--- src/common/dtfe_pkg.sv ---
// Constants and carrier types for the DS3 transmit F-bit error / overhead insert stage.
// Assumes one 100 MHz transmit clock shared by upstream logic and this stage.
package dtfe_pkg;
  localparam int unsigned REG_ADDR_W = 8;
  localparam int unsigned REG_DATA_W = 8;
  localparam logic [7:0] REG_MASK_OFS = 8'h00;
  localparam logic [7:0] REG_TEST_OFS = 8'h01;
  localparam logic [7:0] REG_STATUS_OFS = 8'h02;
  localparam logic [7:0] MASK_RST = 8'h00;
  localparam logic [7:0] TEST_RST = 8'h00;
  localparam int unsigned OHSEL_BIT = 7;
  localparam int unsigned FIELD_N = 6;

  // Position codes of a bit within the outbound frame
  localparam logic [3:0] POS_PAYLOAD = 4'h0;
  localparam logic [3:0] POS_F1 = 4'h1;
  localparam logic [3:0] POS_F6 = 4'h6;
  localparam logic [3:0] POS_F8 = 4'h8;
  localparam logic [3:0] POS_X1 = 4'h9;
  localparam logic [3:0] POS_C11 = 4'hA;
  localparam logic [3:0] POS_C12 = 4'hB;
  localparam logic [3:0] POS_C13 = 4'hC;
  localparam logic [3:0] POS_X2 = 4'hD;
  localparam logic [3:0] POS_C21 = 4'hE;

  typedef struct packed {
    logic [3:0] pos;
    logic data;
  } dtfe_bit_t;

  typedef struct packed {
    logic [REG_ADDR_W-1:0] addr;
    logic [REG_DATA_W-1:0] wdata;
    logic wr;
    logic rd;
  } dtfe_reg_req_t;
endpackage

--- src/rtl/dtfe_tx_oh.sv ---
// DS3 transmit stage: F-bit error injection or external overhead insertion.
// Assumes upstream logic on sys_clk_in presents the external overhead bit with its word.
`timescale 1ns/1ps
`default_nettype none

// How it works
// - Test bit 7 picks error or insert mode
// - Mode 0: field 5 XORs sixth F-bit
// - Mode 0: field 4 XORs fifth F-bit
// - Mode 0: field 3 XORs fourth F-bit
// - Mode 0: field 2 XORs third F-bit
// - Mode 0: field 1 XORs second F-bit
// - Mode 0: field 0 XORs first F-bit
// - Mode 1: field 5 zero takes C21 externally
// - Mode 1: field 4 zero takes X2 externally
// - Mode 1: field 3 zero takes C13 externally
// - Mode 1: field 2 zero takes C12 externally
// - Mode 1: field 1 zero takes C11 externally
// - Mode 1: field 0 zero takes X1 externally
module dtfe_tx_oh import dtfe_pkg::*; #(
  parameter int unsigned ADDR_W = REG_ADDR_W
) (
  input wire logic sys_clk_in,
  input wire logic sys_rst_in,
  input wire dtfe_reg_req_t reg_req_in,
  output logic [REG_DATA_W-1:0] reg_rdata_out,
  input wire logic s_valid_in,
  output logic s_ready_out,
  input wire dtfe_bit_t s_word_in,
  input wire logic ext_oh_bit_in,
  output logic m_valid_out,
  input wire logic m_ready_in,
  output dtfe_bit_t m_word_out
);

  if (ADDR_W != REG_ADDR_W) begin : g_chk
    $error("dtfe_tx_oh: ADDR_W must equal REG_ADDR_W");
  end

  logic [7:0] mask_r;
  logic [7:0] test_r;
  logic [REG_DATA_W-1:0] rdata_r;
  logic out_v_r;
  dtfe_bit_t out_r;
  logic skid_v_r;
  dtfe_bit_t skid_r;
  logic ready_r;

  // Register decode
  wire hit_mask = reg_req_in.addr == REG_MASK_OFS;
  wire hit_test = reg_req_in.addr == REG_TEST_OFS;
  wire hit_stat = reg_req_in.addr == REG_STATUS_OFS;
  wire wr_mask = reg_req_in.wr && hit_mask;
  wire wr_test = reg_req_in.wr && hit_test;
  wire oh_sel = test_r[OHSEL_BIT];
  wire [7:0] status_w = {6'h00, skid_v_r, out_v_r};
  wire [7:0] rd_sel_w;
  assign rd_sel_w = hit_mask ? mask_r :
                    hit_test ? test_r :
                    hit_stat ? status_w : 8'h00;

  // Field index per bit position; one per covered bit
  wire is_fbit = (s_word_in.pos >= POS_F1) && (s_word_in.pos <= POS_F6);
  wire is_oh = (s_word_in.pos >= POS_X1) && (s_word_in.pos <= POS_C21);
  wire [3:0] f_idx = s_word_in.pos - POS_F1;
  wire [3:0] o_idx = s_word_in.pos - POS_X1;
  wire [2:0] fld_idx = is_fbit ? f_idx[2:0] : o_idx[2:0];
  wire fld = mask_r[fld_idx];

  // Mode 0 flips a chosen F-bit; mode 1 swaps in the upstream bit when enabled
  wire err_bit = s_word_in.data ^ fld;
  wire ins_bit = fld ? s_word_in.data : ext_oh_bit_in;
  wire proc_data = (!oh_sel && is_fbit) ? err_bit :
                   (oh_sel && is_oh) ? ins_bit : s_word_in.data;
  dtfe_bit_t proc_w;
  assign proc_w = '{pos: s_word_in.pos, data: proc_data};

  // Two-entry skid buffer; a stalled receiver fills the skid slot, then ready drops
  wire accept = s_valid_in && ready_r;
  wire drain = out_v_r && m_ready_in;
  wire out_free = !out_v_r || drain;
  wire direct_load = accept && out_free;
  wire out_v_nxt = out_free ? (skid_v_r || accept) : 1'b1;
  wire skid_v_nxt = out_free ? 1'b0 : (skid_v_r || accept);

  always_ff @(posedge sys_clk_in) begin
    if (sys_rst_in) begin
      mask_r <= MASK_RST;
      test_r <= TEST_RST;
      rdata_r <= '0;
    end else begin
      if (wr_mask) begin
        mask_r <= reg_req_in.wdata;
      end
      if (wr_test) begin
        test_r <= reg_req_in.wdata;
      end
      rdata_r <= reg_req_in.rd ? rd_sel_w : '0;
    end
  end

  always_ff @(posedge sys_clk_in) begin
    if (sys_rst_in) begin
      out_v_r <= 1'b0;
      out_r <= '0;
      skid_v_r <= 1'b0;
      skid_r <= '0;
      ready_r <= 1'b0;
    end else begin
      out_v_r <= out_v_nxt;
      skid_v_r <= skid_v_nxt;
      ready_r <= !skid_v_nxt;
      if (out_free && skid_v_r) begin
        out_r <= skid_r;
      end else if (direct_load) begin
        out_r <= proc_w;
      end
      if (accept && !out_free) begin
        skid_r <= proc_w;
      end
    end
  end

  assign reg_rdata_out = rdata_r;
  assign s_ready_out = ready_r;
  assign m_valid_out = out_v_r;
  assign m_word_out = out_r;

  // Checks
  mode_sel_a: assert property (@(posedge sys_clk_in) disable iff (sys_rst_in)
    direct_load && test_r[OHSEL_BIT] && s_word_in.pos >= POS_F1 && s_word_in.pos <= POS_F8
    |=> m_word_out.data == $past(s_word_in.data))
    else $error("F-bit altered in insert mode");
  fbit_six_a: assert property (@(posedge sys_clk_in) disable iff (sys_rst_in)
    direct_load && !test_r[OHSEL_BIT] && s_word_in.pos == POS_F6
    |=> m_word_out.data == ($past(s_word_in.data) ^ $past(mask_r[5])))
    else $error("sixth F-bit error wrong");
  fbit_five_a: assert property (@(posedge sys_clk_in) disable iff (sys_rst_in)
    direct_load && !test_r[OHSEL_BIT] && s_word_in.pos == 4'h5
    |=> m_word_out.data == ($past(s_word_in.data) ^ $past(mask_r[4])))
    else $error("fifth F-bit error wrong");
  fbit_four_a: assert property (@(posedge sys_clk_in) disable iff (sys_rst_in)
    direct_load && !test_r[OHSEL_BIT] && s_word_in.pos == 4'h4
    |=> m_word_out.data == ($past(s_word_in.data) ^ $past(mask_r[3])))
    else $error("fourth F-bit error wrong");
  fbit_three_a: assert property (@(posedge sys_clk_in) disable iff (sys_rst_in)
    direct_load && !test_r[OHSEL_BIT] && s_word_in.pos == 4'h3
    |=> m_word_out.data == ($past(s_word_in.data) ^ $past(mask_r[2])))
    else $error("third F-bit error wrong");
  fbit_two_a: assert property (@(posedge sys_clk_in) disable iff (sys_rst_in)
    direct_load && !test_r[OHSEL_BIT] && s_word_in.pos == 4'h2
    |=> m_word_out.data == ($past(s_word_in.data) ^ $past(mask_r[1])))
    else $error("second F-bit error wrong");
  fbit_one_a: assert property (@(posedge sys_clk_in) disable iff (sys_rst_in)
    direct_load && !test_r[OHSEL_BIT] && s_word_in.pos == POS_F1
    |=> m_word_out.data == ($past(s_word_in.data) ^ $past(mask_r[0])))
    else $error("first F-bit error wrong");
  ins_c21_a: assert property (@(posedge sys_clk_in) disable iff (sys_rst_in)
    direct_load && test_r[OHSEL_BIT] && s_word_in.pos == POS_C21
    |=> m_word_out.data == ($past(mask_r[5]) ? $past(s_word_in.data) : $past(ext_oh_bit_in)))
    else $error("C21 insert wrong");
  ins_x2_a: assert property (@(posedge sys_clk_in) disable iff (sys_rst_in)
    direct_load && test_r[OHSEL_BIT] && s_word_in.pos == POS_X2
    |=> m_word_out.data == ($past(mask_r[4]) ? $past(s_word_in.data) : $past(ext_oh_bit_in)))
    else $error("X2 insert wrong");
  ins_c13_a: assert property (@(posedge sys_clk_in) disable iff (sys_rst_in)
    direct_load && test_r[OHSEL_BIT] && s_word_in.pos == POS_C13
    |=> m_word_out.data == ($past(mask_r[3]) ? $past(s_word_in.data) : $past(ext_oh_bit_in)))
    else $error("C13 insert wrong");
  ins_c12_a: assert property (@(posedge sys_clk_in) disable iff (sys_rst_in)
    direct_load && test_r[OHSEL_BIT] && s_word_in.pos == POS_C12
    |=> m_word_out.data == ($past(mask_r[2]) ? $past(s_word_in.data) : $past(ext_oh_bit_in)))
    else $error("C12 insert wrong");
  ins_c11_a: assert property (@(posedge sys_clk_in) disable iff (sys_rst_in)
    direct_load && test_r[OHSEL_BIT] && s_word_in.pos == POS_C11
    |=> m_word_out.data == ($past(mask_r[1]) ? $past(s_word_in.data) : $past(ext_oh_bit_in)))
    else $error("C11 insert wrong");
  ins_x1_a: assert property (@(posedge sys_clk_in) disable iff (sys_rst_in)
    direct_load && test_r[OHSEL_BIT] && s_word_in.pos == POS_X1
    |=> m_word_out.data == ($past(mask_r[0]) ? $past(s_word_in.data) : $past(ext_oh_bit_in)))
    else $error("X1 insert wrong");
  stall_hold_a: assert property (@(posedge sys_clk_in) disable iff (sys_rst_in)
    m_valid_out && !m_ready_in |=> m_valid_out && $stable(m_word_out))
    else $error("output changed while stalled");
  mask_read_a: assert property (@(posedge sys_clk_in) disable iff (sys_rst_in)
    reg_req_in.rd && hit_mask && !reg_req_in.wr |=> reg_rdata_out == $past(mask_r))
    else $error("mask readback wrong");

  // Bits outside the selected mode must leave untouched; an enabled F6 field flips and an enabled X1 field takes the outside bit
  pay_pass_a: assert property (@(posedge sys_clk_in) disable iff (sys_rst_in)
    direct_load && s_word_in.pos == POS_PAYLOAD
    |=> m_word_out.data == $past(s_word_in.data))
    else $error("payload bit altered");

  oh_err_pass_a: assert property (@(posedge sys_clk_in) disable iff (sys_rst_in)
    direct_load && !test_r[OHSEL_BIT] && s_word_in.pos >= POS_X1
    |=> m_word_out.data == $past(s_word_in.data))
    else $error("overhead bit altered in error mode");

  f78_err_pass_a: assert property (@(posedge sys_clk_in) disable iff (sys_rst_in)
    direct_load && !test_r[OHSEL_BIT] && s_word_in.pos > POS_F6 && s_word_in.pos <= POS_F8
    |=> m_word_out.data == $past(s_word_in.data))
    else $error("uncovered F-bit altered");

  unused_pass_a: assert property (@(posedge sys_clk_in) disable iff (sys_rst_in)
    direct_load && test_r[OHSEL_BIT] && s_word_in.pos == 4'hF
    |=> m_word_out.data == $past(s_word_in.data))
    else $error("unused position altered");

  err_zero_a: assert property (@(posedge sys_clk_in) disable iff (sys_rst_in)
    direct_load && !test_r[OHSEL_BIT] && mask_r[5:0] == 6'h00
    |=> m_word_out.data == $past(s_word_in.data))
    else $error("zero mask still altered a bit");

  ins_off_a: assert property (@(posedge sys_clk_in) disable iff (sys_rst_in)
    direct_load && test_r[OHSEL_BIT] && mask_r[5:0] == 6'h3F
    |=> m_word_out.data == $past(s_word_in.data))
    else $error("disabled insert still took outside bit");

  c21_keep_a: assert property (@(posedge sys_clk_in) disable iff (sys_rst_in)
    direct_load && test_r[OHSEL_BIT] && s_word_in.pos == POS_C21 && mask_r[5]
    |=> m_word_out.data == $past(s_word_in.data))
    else $error("C21 replaced while disabled");

  x1_ext_a: assert property (@(posedge sys_clk_in) disable iff (sys_rst_in)
    direct_load && test_r[OHSEL_BIT] && s_word_in.pos == POS_X1 && !mask_r[0]
    |=> m_word_out.data == $past(ext_oh_bit_in))
    else $error("X1 not taken from outside");

  f6_flip_a: assert property (@(posedge sys_clk_in) disable iff (sys_rst_in)
    direct_load && !test_r[OHSEL_BIT] && s_word_in.pos == POS_F6 && mask_r[5]
    |=> m_word_out.data != $past(s_word_in.data))
    else $error("sixth F-bit not flipped");

  // Buffer keeps order and loses nothing
  pos_keep_a: assert property (@(posedge sys_clk_in) disable iff (sys_rst_in)
    direct_load
    |=> m_word_out.pos == $past(s_word_in.pos))
    else $error("position code changed");

  load_valid_a: assert property (@(posedge sys_clk_in) disable iff (sys_rst_in)
    direct_load
    |=> m_valid_out)
    else $error("loaded word not valid");

  skid_fill_a: assert property (@(posedge sys_clk_in) disable iff (sys_rst_in)
    accept && !out_free
    |=> skid_v_r)
    else $error("stalled word not parked");

  skid_pos_a: assert property (@(posedge sys_clk_in) disable iff (sys_rst_in)
    accept && !out_free
    |=> skid_r.pos == $past(s_word_in.pos))
    else $error("parked word position wrong");

  skid_move_a: assert property (@(posedge sys_clk_in) disable iff (sys_rst_in)
    out_free && skid_v_r
    |=> m_valid_out && m_word_out == $past(skid_r))
    else $error("parked word not moved out");

  skid_out_a: assert property (@(posedge sys_clk_in) disable iff (sys_rst_in)
    skid_v_r
    |-> m_valid_out)
    else $error("parked word behind empty output");

  skid_hold_a: assert property (@(posedge sys_clk_in) disable iff (sys_rst_in)
    skid_v_r && !out_free
    |=> skid_v_r && $stable(skid_r))
    else $error("parked word changed while stalled");

  skid_clear_a: assert property (@(posedge sys_clk_in) disable iff (sys_rst_in)
    out_free
    |=> !skid_v_r)
    else $error("parked slot not freed");

  drain_empty_a: assert property (@(posedge sys_clk_in) disable iff (sys_rst_in)
    drain && !skid_v_r && !accept
    |=> !m_valid_out)
    else $error("valid held after last word");

  ready_rise_a: assert property (@(posedge sys_clk_in) disable iff (sys_rst_in)
    out_free
    |=> s_ready_out)
    else $error("ready not given with free slots");

  ready_drop_a: assert property (@(posedge sys_clk_in) disable iff (sys_rst_in)
    accept && !out_free
    |=> !s_ready_out)
    else $error("ready kept with both slots full");

  ready_skid_a: assert property (@(posedge sys_clk_in) disable iff (sys_rst_in)
    skid_v_r
    |-> !s_ready_out)
    else $error("ready while parked slot full");

  // Register port
  rdata_idle_a: assert property (@(posedge sys_clk_in) disable iff (sys_rst_in)
    !reg_req_in.rd
    |=> reg_rdata_out == 8'h00)
    else $error("read data without read");

  test_read_a: assert property (@(posedge sys_clk_in) disable iff (sys_rst_in)
    reg_req_in.rd && hit_test
    |=> reg_rdata_out == $past(test_r))
    else $error("test readback wrong");

  stat_read_a: assert property (@(posedge sys_clk_in) disable iff (sys_rst_in)
    reg_req_in.rd && hit_stat
    |=> reg_rdata_out == $past(status_w))
    else $error("status readback wrong");

  unmap_read_a: assert property (@(posedge sys_clk_in) disable iff (sys_rst_in)
    reg_req_in.rd && !hit_mask && !hit_test && !hit_stat
    |=> reg_rdata_out == 8'h00)
    else $error("unmapped read not zero");

  mask_write_a: assert property (@(posedge sys_clk_in) disable iff (sys_rst_in)
    wr_mask
    |=> mask_r == $past(reg_req_in.wdata))
    else $error("mask write lost");

  test_write_a: assert property (@(posedge sys_clk_in) disable iff (sys_rst_in)
    wr_test
    |=> test_r == $past(reg_req_in.wdata))
    else $error("test write lost");

  mask_hold_a: assert property (@(posedge sys_clk_in) disable iff (sys_rst_in)
    !wr_mask
    |=> $stable(mask_r))
    else $error("mask changed without write");

  test_hold_a: assert property (@(posedge sys_clk_in) disable iff (sys_rst_in)
    !wr_test
    |=> $stable(test_r))
    else $error("test changed without write");

  // No disable here: this one checks the reset itself
  rst_clear_a: assert property (@(posedge sys_clk_in)
    sys_rst_in
    |=> !m_valid_out && !s_ready_out && reg_rdata_out == 8'h00 && m_word_out == '0)
    else $error("outputs not cleared by reset");

endmodule

`default_nettype wire

--- config.mk ---
export PLATFORM = sky130hd
export DESIGN_NAME = dtfe_tx_oh
export DESIGN_NICKNAME = d
export VERILOG_FILES = /design/src/common/dtfe_pkg.sv /design/src/rtl/dtfe_tx_oh.sv
export SDC_FILE = /design/constraint.sdc
export NUM_CORES = 1
export LEC_CHECK = 0
export BUFFER_PORTS_ARGS = -buffer_cell sky130_fd_sc_hd__buf_2
export CORE_ASPECT_RATIO = 0.9
export CORE_UTILIZATION = 52
export DETAILED_ROUTE_END_ITERATION = 8
export PLACE_DENSITY = 0.83
export SLEW_MARGIN = 15
export SYNTH_ARGS = -nofsm -noshare
export SYNTH_HDL_FRONTEND = slang
export SYNTH_SLANG_ARGS = --single-unit
--- constraint.sdc ---
create_clock -name sys_clk_in -period 4.7 [get_ports sys_clk_in]
set_clock_uncertainty 0.05 [all_clocks]
set_input_delay 0.235 -clock sys_clk_in [delete_from_list [all_inputs] [get_ports sys_clk_in]]
set_output_delay 0.235 -clock sys_clk_in [all_outputs]
set_load 0.01 [all_outputs]
==> results of run 1 <==
## cell type report
type | instances | area (µm²) | share of cell area
multi-input combinational | 122 | 886 | 0.452
sequential | 37 | 741 | 0.378
timing repair buffer | 42 | 210 | 0.107
clock buffer | 7 | 55.1 | 0.0281
tap | 42 | 52.6 | 0.0268
inverter | 4 | 15.0 | 0.00766
## routing by layer
| metal | up-vias | wire length [µm] | track usage |
|---|---|---|---|
| met1 | 639 | 1550 | 0.268 |
| li1 | 683 | - | - |
| met2 | 37 | 1580 | 0.321 |
| met4 | 0 | 57 | 0.124 |
| met3 | 7 | 159 | 0.0488 |
| met5 | - | 0 | 0 |
## kinds of logic after synthesis
logic type	count (synthesis)	synth area share
simple gates	64	0.201
flops	37	0.445
mux	29	0.197
compound gates	25	0.102
buf+inv	9	0.0233
fa+ha+maj	3	0.0225
xor+xnor	1	0.00977
## Yosys cell counts, drive strengths merged (2+ instances only)
library cell,instances,share of area
o21ai,3,0.0090
nand2,7,0.016
o221ai,3,0.016
nor3,3,0.0090
mux4,2,0.027
nand4,3,0.019
clkbuf,3,0.0068
ha,3,0.023
inv,4,0.0090
mux2i,27,0.17
nor2,37,0.083
nand4b,2,0.011
a21oi,11,0.033
a21o,2,0.0090
dfxtp,37,0.44
buf,2,0.0075
## path summary, 6_finish.rpt
kind,startpoint,to,slack (ns)
worst max-delay path,s_word_in[1],m_word_out[0],2.95
worst min-delay path,reg_req_in[6],test_r[4],0.08
worst max register to register,mask_r[0],m_word_out[0],3.11
worst min register to register,m_word_out[1],m_word_out[1],0.40
## flip-flops by register name (all words and copies together), names as in the netlist
name           cells
skid_v_r           1
test_r             8
m_word_out         5
skid_r             5
s_ready_out        1
reg_rdata_out      8
m_valid_out        1
mask_r             8
## power by group
group          internal (W)  switching [W]  leakage [nW]
logic             0.0000236      0.0000303         0.644
clock network     0.0000706       0.000101        0.0314
registers          0.000317     0.00000261         0.299
## critical path, cell delays in order
cell and delay, ns:
buf_2 0.14, inv_1 0.10, ha_1 0.34, mux4_2 0.54
mux2i_4 0.21, a21boi_1 0.25, o41ai_2 0.11
## through the flow
stage	hold WS [ns]	area, µm²	cells
global route	0.0901	1960	254
finish	0.0844	1960	254
floorplan	0.289	1670	168
detailed placement	0.392	1900	247
CTS	0.0785	1960	254
global placement	0.390	1900	247
==> results.sh, run 1 <==
export IMPL_cts_made_buffers=5
export IMPL_syn2layout_area_growth_pct=17.7
export IMPL_num_vias=1366
export IMPL_post_cts_repair_setup_buffers=0
export IMPL_floorplan_initialDensity=0.547
export IMPL_place_gp_congestion=0.809
export IMPL_ant_nets=0
export IMPL_worstSkewPairLatency_ns=0.35
export IMPL_pin_count_of_the_biggest_net_entering_global_routing=33
export IMPL_synth_edf_count=0
export IMPL_synth_seq_cells=37
export IMPL_ys_async_sr_fraction=0
export IMPL_postLayoutCoreUtil=0.644
export IMPL_final_period_utilization=0.372
export IMPL_critical_path_startpoint_category="input pin"
export IMPL_finalHoldViolCount=0
export IMPL_cap_violations=0
export IMPL_finalWirelength_mm=3.34
export IMPL_dpl_hpwl_mm=2.43
export IMPL_synthesis_instances=168
export IMPL_totalNegativeSetupSlack_ns=0
export IMPL_ys_warn_count=0
export IMPL_critPathCaptureType="register"
export IMPL_arrival_ns=1.92
export IMPL_hold_path_stages=3
export IMPL_h_tree_depth=2
export IMPL_leakage_nw=0.975
export IMPL_worst_ep_required_time_ns=4.88
export IMPL_placement_setup_worst_slack_ns=2.62
export IMPL_commonest_cells_after_routing_fill_and_taps_aside="buf_2 (42), nor2_1 (37), dfxtp_1 (37)"
export IMPL_min_path_type="input pin to register"
export IMPL_fmaxAchievable_mhz=572
export IMPL_placement_rows=19
export IMPL_cts_tree="yes"
export IMPL_worstRegToRegCells=4
export IMPL_post_synth_num_cell_types=38
export IMPL_diodes=0
export IMPL_detailedRoute_firstPassIterationCount=4
export IMPL_io_buffer_count=42
export IMPL_first_iter_violations=77
export IMPL_placeableCoreArea_mm2=0.00304
export IMPL_final_layout_size_suffix_gt1_frac=0.274
export IMPL_post_route_worst_setup_slack_ns=2.95
export IMPL_finish_net_count=243
export IMPL_max_slew_worst_pin_slew_ns=0.574
export IMPL_power_per_cell_area_mw_per_mm2=278
export IMPL_fp_dieArea_mm2=0.00343
export IMPL_average_wire_per_standard_cell_um=13.2
export IMPL_syn_area_per_cell_um2=9.91
export IMPL_cts_hold_fix_buffers=0
export IMPL_clock_sink_count=37
export IMPL_criticalPathCategory="input pin to register"
export IMPL_die_x_um=61.7
export IMPL_drt_drc_violations_left=0
export IMPL_cts_max_path_buffers=2
export IMPL_synthesis_area_mm2=0.00167
export IMPL_clk_transition_reported_paths_ns=0.11
export IMPL_final_period_minus_worst_setup_slack_ns=1.75
export IMPL_num_io_pins=43
export IMPL_slew_violations=0
export IMPL_overall_global_routing_resource_usage=0.211
export IMPL_globalRouteOverflowTotal=0
export IMPL_die_height_um=55.7
export IMPL_global_route_wire_length_before_repair_mm=5.22
export IMPL_synth_seq_area_share=0.445
export IMPL_vdd_drop_max_uv=217
export IMPL_totalPowerFinal_w=0.000545
export IMPL_routed_via_density=5.38
export IMPL_ctsResizeCount=0
export IMPL_layout_commonest_cell="buf_2"
export IMPL_cts_root_buffer_cell="clkbuf_4"
export IMPL_finalSetupViolCount=0
export IMPL_max_fo_critical_path=5
export IMPL_grt_antenna_before_repair=0
export IMPL_fill_cell_count=269
export IMPL_synth_main_ff_cell="dfxtp_1"
export IMPL_max_slew_margin_rel=0.617
export IMPL_grt_setup_unrepaired="no"
export IMPL_run_status="completed"
export IMPL_postSynthNetCount=199
export IMPL_vias_in_the_first_global_route=1176
No activity file was read; power rests on OpenSTA's default activity.
==> inputs of run 2 (changes only) <==
Settings changed: CORE_UTILIZATION 52 to 47, PLACE_DENSITY 0.83 to 0.79.
Clock period 4.7 ns to 1.55 ns, I/O delays scaled along.
==> run 2 against run 1 <==
Sequential power increased to 3.0 times the previous value; design area grew 11%; count of clock-buffer cells in the layout fell by 2; via count increased by 5.6%; core utilization decreased by 0.095 points; non-clock buffer count up 17; power grew to 3.6 times the previous value; clock power rose to 4.7 times the previous value; register-to-register slack lost 3.1 ns; hold slack worse by 0.080 ns; largest power group unchanged.
==> results.sh, run 2 (synthesis gave the netlist of run 1 again) <==
export IMPL_criticalPathCategory="register to register"
export IMPL_syn2layout_area_growth_pct=30.4
export IMPL_cts_tree="yes"
export IMPL_slew_violations=0
export IMPL_power_per_cell_area_mw_per_mm2=905
export IMPL_die_x_um=64.7
export IMPL_run_status="completed"
export IMPL_leakage_nw=1.07
export IMPL_cts_root_buffer_cell="clkbuf_8"
export IMPL_totalPowerFinal_w=0.00196
export IMPL_finalSetupViolCount=0
export IMPL_grt_antenna_before_repair=0
export IMPL_num_vias=1442
export IMPL_pin_count_of_the_biggest_net_entering_global_routing=32
export IMPL_fill_cell_count=280
export IMPL_final_period_minus_worst_setup_slack_ns=1.51
export IMPL_num_io_pins=43
export IMPL_ant_nets=0
export IMPL_globalRouteOverflowTotal=0
export IMPL_first_iter_violations=80
export IMPL_placement_rows=20
export IMPL_min_path_type="input pin to register"
export IMPL_dpl_hpwl_mm=2.53
export IMPL_max_slew_worst_pin_slew_ns=0.384
export IMPL_vdd_drop_max_uv=458
export IMPL_cts_made_buffers=5
export IMPL_finalHoldViolCount=0
export IMPL_place_gp_congestion=0.789
export IMPL_max_fo_critical_path=4
export IMPL_detailedRoute_firstPassIterationCount=4
export IMPL_cap_violations=0
export IMPL_floorplan_initialDensity=0.493
export IMPL_final_hold_worst_slack_ns=0.00432
export IMPL_global_route_wire_length_before_repair_mm=6.09
export IMPL_fp_dieArea_mm2=0.00379
export IMPL_finish_net_count=260
export IMPL_final_layout_size_suffix_gt1_frac=0.319
export IMPL_die_height_um=58.5
export IMPL_max_slew_margin_rel=0.741
export IMPL_commonest_cells_after_routing_fill_and_taps_aside="buf_2 (42), dfxtp_1 (37), nor2_1 (36)"
export IMPL_worstSkewPairLatency_ns=0.29
export IMPL_regArea_um2=741
export IMPL_worst_ep_required_time_ns=1.67
export IMPL_drt_drc_violations_left=0
export IMPL_cts_max_path_buffers=2
export IMPL_average_wire_per_standard_cell_um=13.2
export IMPL_clock_sink_count=37
export IMPL_finalWirelength_mm=3.61
export IMPL_diodes=0
export IMPL_routed_via_density=5.28
export IMPL_critical_path_startpoint_category="register"
export IMPL_final_period_utilization=0.974
export IMPL_clk_transition_reported_paths_ns=0.07
export IMPL_critPathCaptureType="register"
export IMPL_arrival_ns=1.63
export IMPL_h_tree_depth=2
export IMPL_fmaxAchievable_mhz=662
export IMPL_multiInputGateArea_um2=905
export IMPL_overall_global_routing_resource_usage=0.212
export IMPL_layout_commonest_cell="buf_2"
export IMPL_io_buffer_count=42
export IMPL_vias_in_the_first_global_route=1427
export IMPL_placeableCoreArea_mm2=0.00338
[run 2: power breakdown]
group	switching [W]	internal [W]
sequential	0.00000780	0.000962
clock	0.000331	0.000467
combinational	0.0000988	0.0000983
[run 2: path summary, 6_finish.rpt]
check | slack [ns] | depth (start not counted) | endpoint | from
setup / recovery | 0.04 | 4 | m_word_out[0] | mask_r[0]
hold reg to reg | 0.40 | 2 | m_word_out[2] | m_word_out[2]
hold / removal | 0.004 | 3 | test_r[7] | reg_req_in[9]
setup reg to reg | 0.04 | 4 | m_word_out[0] | mask_r[0]
[run 2: repair_timing]
action / CTS / global route
gates resized for setup: 0 / 1
setup buffers: 0 / 1
hold endpoints to repair: 11 / 0
endpoints found under the setup margin: 0 / 1
hold buffers: 6 / 0
[run 2: cell type report]
cell class | instances | area share
Tap cell | 44 | 0.0253
Clock inverter | 2 | 0.0161
Clock buffer | 5 | 0.0317
Inverter | 4 | 0.00691
Multi-Input combinational cell | 122 | 0.416
Sequential cell | 37 | 0.341
Timing Repair Buffer | 59 | 0.162
[run 2: stage by stage]
stage / setup slack, ns / util / cells / setup TNS (ns) / area (µm²)
2_1_floorplan: 0.0161 / - / 168 / 0 / 1680
3_3_place_gp: -0.116 / 0.591 / 259 / -0.116 / 2000
3_5_place_dp: -0.147 / 0.591 / 259 / -0.147 / 2000
6_report: 0.0402 / 0.643 / 273 / 0 / 2170
5_1_grt: -0.0269 / 0.643 / 273 / -0.0269 / 2170
4_1_cts: 0.0547 / 0.640 / 272 / 0 / 2160
[run 2: worst max-delay path, cell delays in order, from the launching register on]
cell      delay [ns]
dfxtp_1         0.33
mux4_2          0.51
mux2i_4         0.20
a21boi_2        0.21
o41ai_2         0.09
[run 2: layer usage]
layer  track usage  vias up  wire length (µm)
li1              -      716                 -
met1         0.241      671              1550
met2         0.362       43              1780
met3        0.0640       12               206
met4         0.105        0                79
met5             0        -                 0
==> inputs of run 3 (changes only) <==
Settings changed: CORE_MARGIN from default to 3, HOLD_SLACK_MARGIN from default to 0.15, MAX_ROUTING_LAYER from default to met4.
==> run 3 against run 2 <==
Non-clock buffer count grew 8; largest power group unchanged; core utilization grew 6.6 points; global-route usage rose by 0.20 points; combinational power increased by 9.6%; die area rose by 13%; clock power is 9.5% higher.
==> results.sh, run 3 (synthesis gave the netlist of run 1 again) <==
export IMPL_layout_commonest_cell="buf_2"
export IMPL_finish_net_count=268
export IMPL_global_route_wire_length_before_repair_mm=6.71
export IMPL_critical_path_startpoint_category="register"
export IMPL_cts_made_buffers=5
export IMPL_finalWirelength_mm=3.99
export IMPL_pin_count_of_the_biggest_net_entering_global_routing=32
export IMPL_num_vias=1489
export IMPL_max_fo_critical_path=4
export IMPL_final_period_minus_worst_setup_slack_ns=1.50
export IMPL_vdd_drop_max_uv=626
export IMPL_average_wire_per_standard_cell_um=14.2
export IMPL_detailedRoute_firstPassIterationCount=4
export IMPL_slew_violations=0
export IMPL_worstRegToRegCells=4
export IMPL_crit_path_end="m_word_out[0]"
export IMPL_final_layout_size_suffix_gt1_frac=0.315
export IMPL_routed_via_density=5.32
export IMPL_die_height_um=62.5
export IMPL_worstSkewPairLatency_ns=0.29
export IMPL_die_x_um=68.7
export IMPL_commonest_cells_after_routing_fill_and_taps_aside="buf_2 (42), dfxtp_1 (37), nor2_1 (36)"
export IMPL_finalHoldViolCount=0
export IMPL_fmaxAchievable_mhz=666
export IMPL_cp_cell_sequence="mux4_2 -> mux2i_4 -> a21boi_2 -> o41ai_2"
export IMPL_post_cts_repair_setup_buffers=0
export IMPL_dpl_cell_area_mm2=0.00200
export IMPL_overall_global_routing_resource_usage=0.213
export IMPL_grt_setup_unrepaired="yes"
export IMPL_reg2reg_to="m_word_out[0]"
export IMPL_first_iter_violations=116
export IMPL_num_io_pins=43
export IMPL_syn2layout_area_growth_pct=36.7
export IMPL_ant_nets=0
export IMPL_placement_rows=19
export IMPL_power_per_cell_area_mw_per_mm2=905
export IMPL_grt_antenna_before_repair=0
export IMPL_critPathCaptureType="register"
export IMPL_cts_max_path_buffers=2
export IMPL_finish_cell_count_without_fillers=280
export IMPL_dpl_hpwl_mm=2.82
export IMPL_fp_dieArea_mm2=0.00429
export IMPL_drt_drc_violations_left=0
export IMPL_diodes=0
export IMPL_vias_in_the_first_global_route=1491
export IMPL_criticalPathCategory="register to register"
export IMPL_final_cell_area_mm2=0.00228
export IMPL_final_period_utilization=0.969
export IMPL_clk_transition_reported_paths_ns=0.07
export IMPL_crit_path_max_incr_delay_ns=0.50
export IMPL_floorplan_initialDensity=0.519
export IMPL_finalSetupViolCount=0
export IMPL_globalRouteOverflowTotal=0
export IMPL_min_path_type="input pin to register"
export IMPL_register_to_register_setup_slack_ns=0.05
export IMPL_clock_sink_count=37
export IMPL_cp_startpoint="mask_r[0]"
export IMPL_slowest_cell_on_crit_path="mux4_2"
export IMPL_max_slew_worst_pin_slew_ns=0.388
export IMPL_max_slew_margin_rel=0.739
export IMPL_placeableCoreArea_mm2=0.00321
export IMPL_run_status="completed"
export IMPL_h_tree_depth=2
export IMPL_hp_start="s_word_in[3]"
export IMPL_cap_violations=0
export IMPL_r2r_start="mask_r[0]"
export IMPL_io_buffer_count=42
export IMPL_cts_tree="yes"
export IMPL_worst_ep_required_time_ns=1.67
export IMPL_arrival_ns=1.63
export IMPL_place_gp_congestion=0.797
export IMPL_number_of_placed_instances_with_taps_included=257
export IMPL_leakage_nw=1.11
export IMPL_cts_root_buffer_cell="clkbuf_8"
==> run 3: through the flow <==
| step | setup slack, ns | setup TNS [ns] | util | power, W | hold WS (ns) |
|---|---|---|---|---|---|
| after CTS | 0.0520 | 0 | 0.706 | 0.00206 | 0.154 |
| final | 0.0481 | 0 | 0.709 | 0.00206 | 0.157 |
| after floorplan | 0.0161 | 0 | - | 0.00108 | 0.131 |
| after global routing | -0.0178 | -0.0178 | 0.709 | 0.00214 | 0.176 |
| after global placement | -0.113 | -0.113 | 0.622 | 0.00117 | 0.281 |
| after detailed placement | -0.147 | -0.150 | 0.622 | 0.00118 | 0.279 |
==> run 3: final cells by class <==
class	count	area, µm²
Timing Repair Buffer	67	435
Fill cell	244	933
Sequential cell	37	741
Clock buffer	6	82.6
Clock inverter	2	37.5
Multi-Input combinational cell	122	912
Inverter	4	15.0
Tap cell	42	52.6
==> run 3: layer usage <==
layer  wire length, µm  track usage  vias to the layer above  part of all wire
met5                 0            -                        -                 0
met4               108       0.0949                        0             0.027
met3               259       0.0647                       11             0.065
met2              1860        0.325                       49              0.47
met1              1750        0.255                      693              0.44
li1                  -            -                      736                 -
==> run 3: power by group <==
group	switching, W	internal [W]	total (W)	leakage, nW
Sequential	0.00000803	0.000961	0.000970	0.299
Clock	0.000351	0.000523	0.000874	0.0574
Combinational	0.000104	0.000112	0.000216	0.754
Total	0.000463	0.00160	0.00206	1.11
==> run 3: how the worst min path moves through the flow <==
stage / slack, ns / depth (start not counted) / endpoint
2_1_floorplan: 0.13 / 1 / m_word_out[0]
3_3_place_gp: 0.28 / 3 / test_r[3]
3_5_place_dp: 0.28 / 3 / mask_r[4]
4_1_cts: 0.15 / 3 / m_word_out[3]
5_1_grt: 0.18 / 4 / skid_r[0]
6_report: 0.16 / 3 / m_word_out[3]
==> run 3: worst max-delay path, delay by kind of cell, from the launching register on <==
family | cells | cell delay [ns]
mux | 2 | 0.69
flops | 1 | 0.34
compound gates | 2 | 0.29
==> run 3: what timing repair did <==
action                                  in CTS  in global routing
gates resized for setup                      0                  3
hold endpoints to repair                    24                  0
hold buffers                                15                  0
endpoints found under the setup margin       0                  2
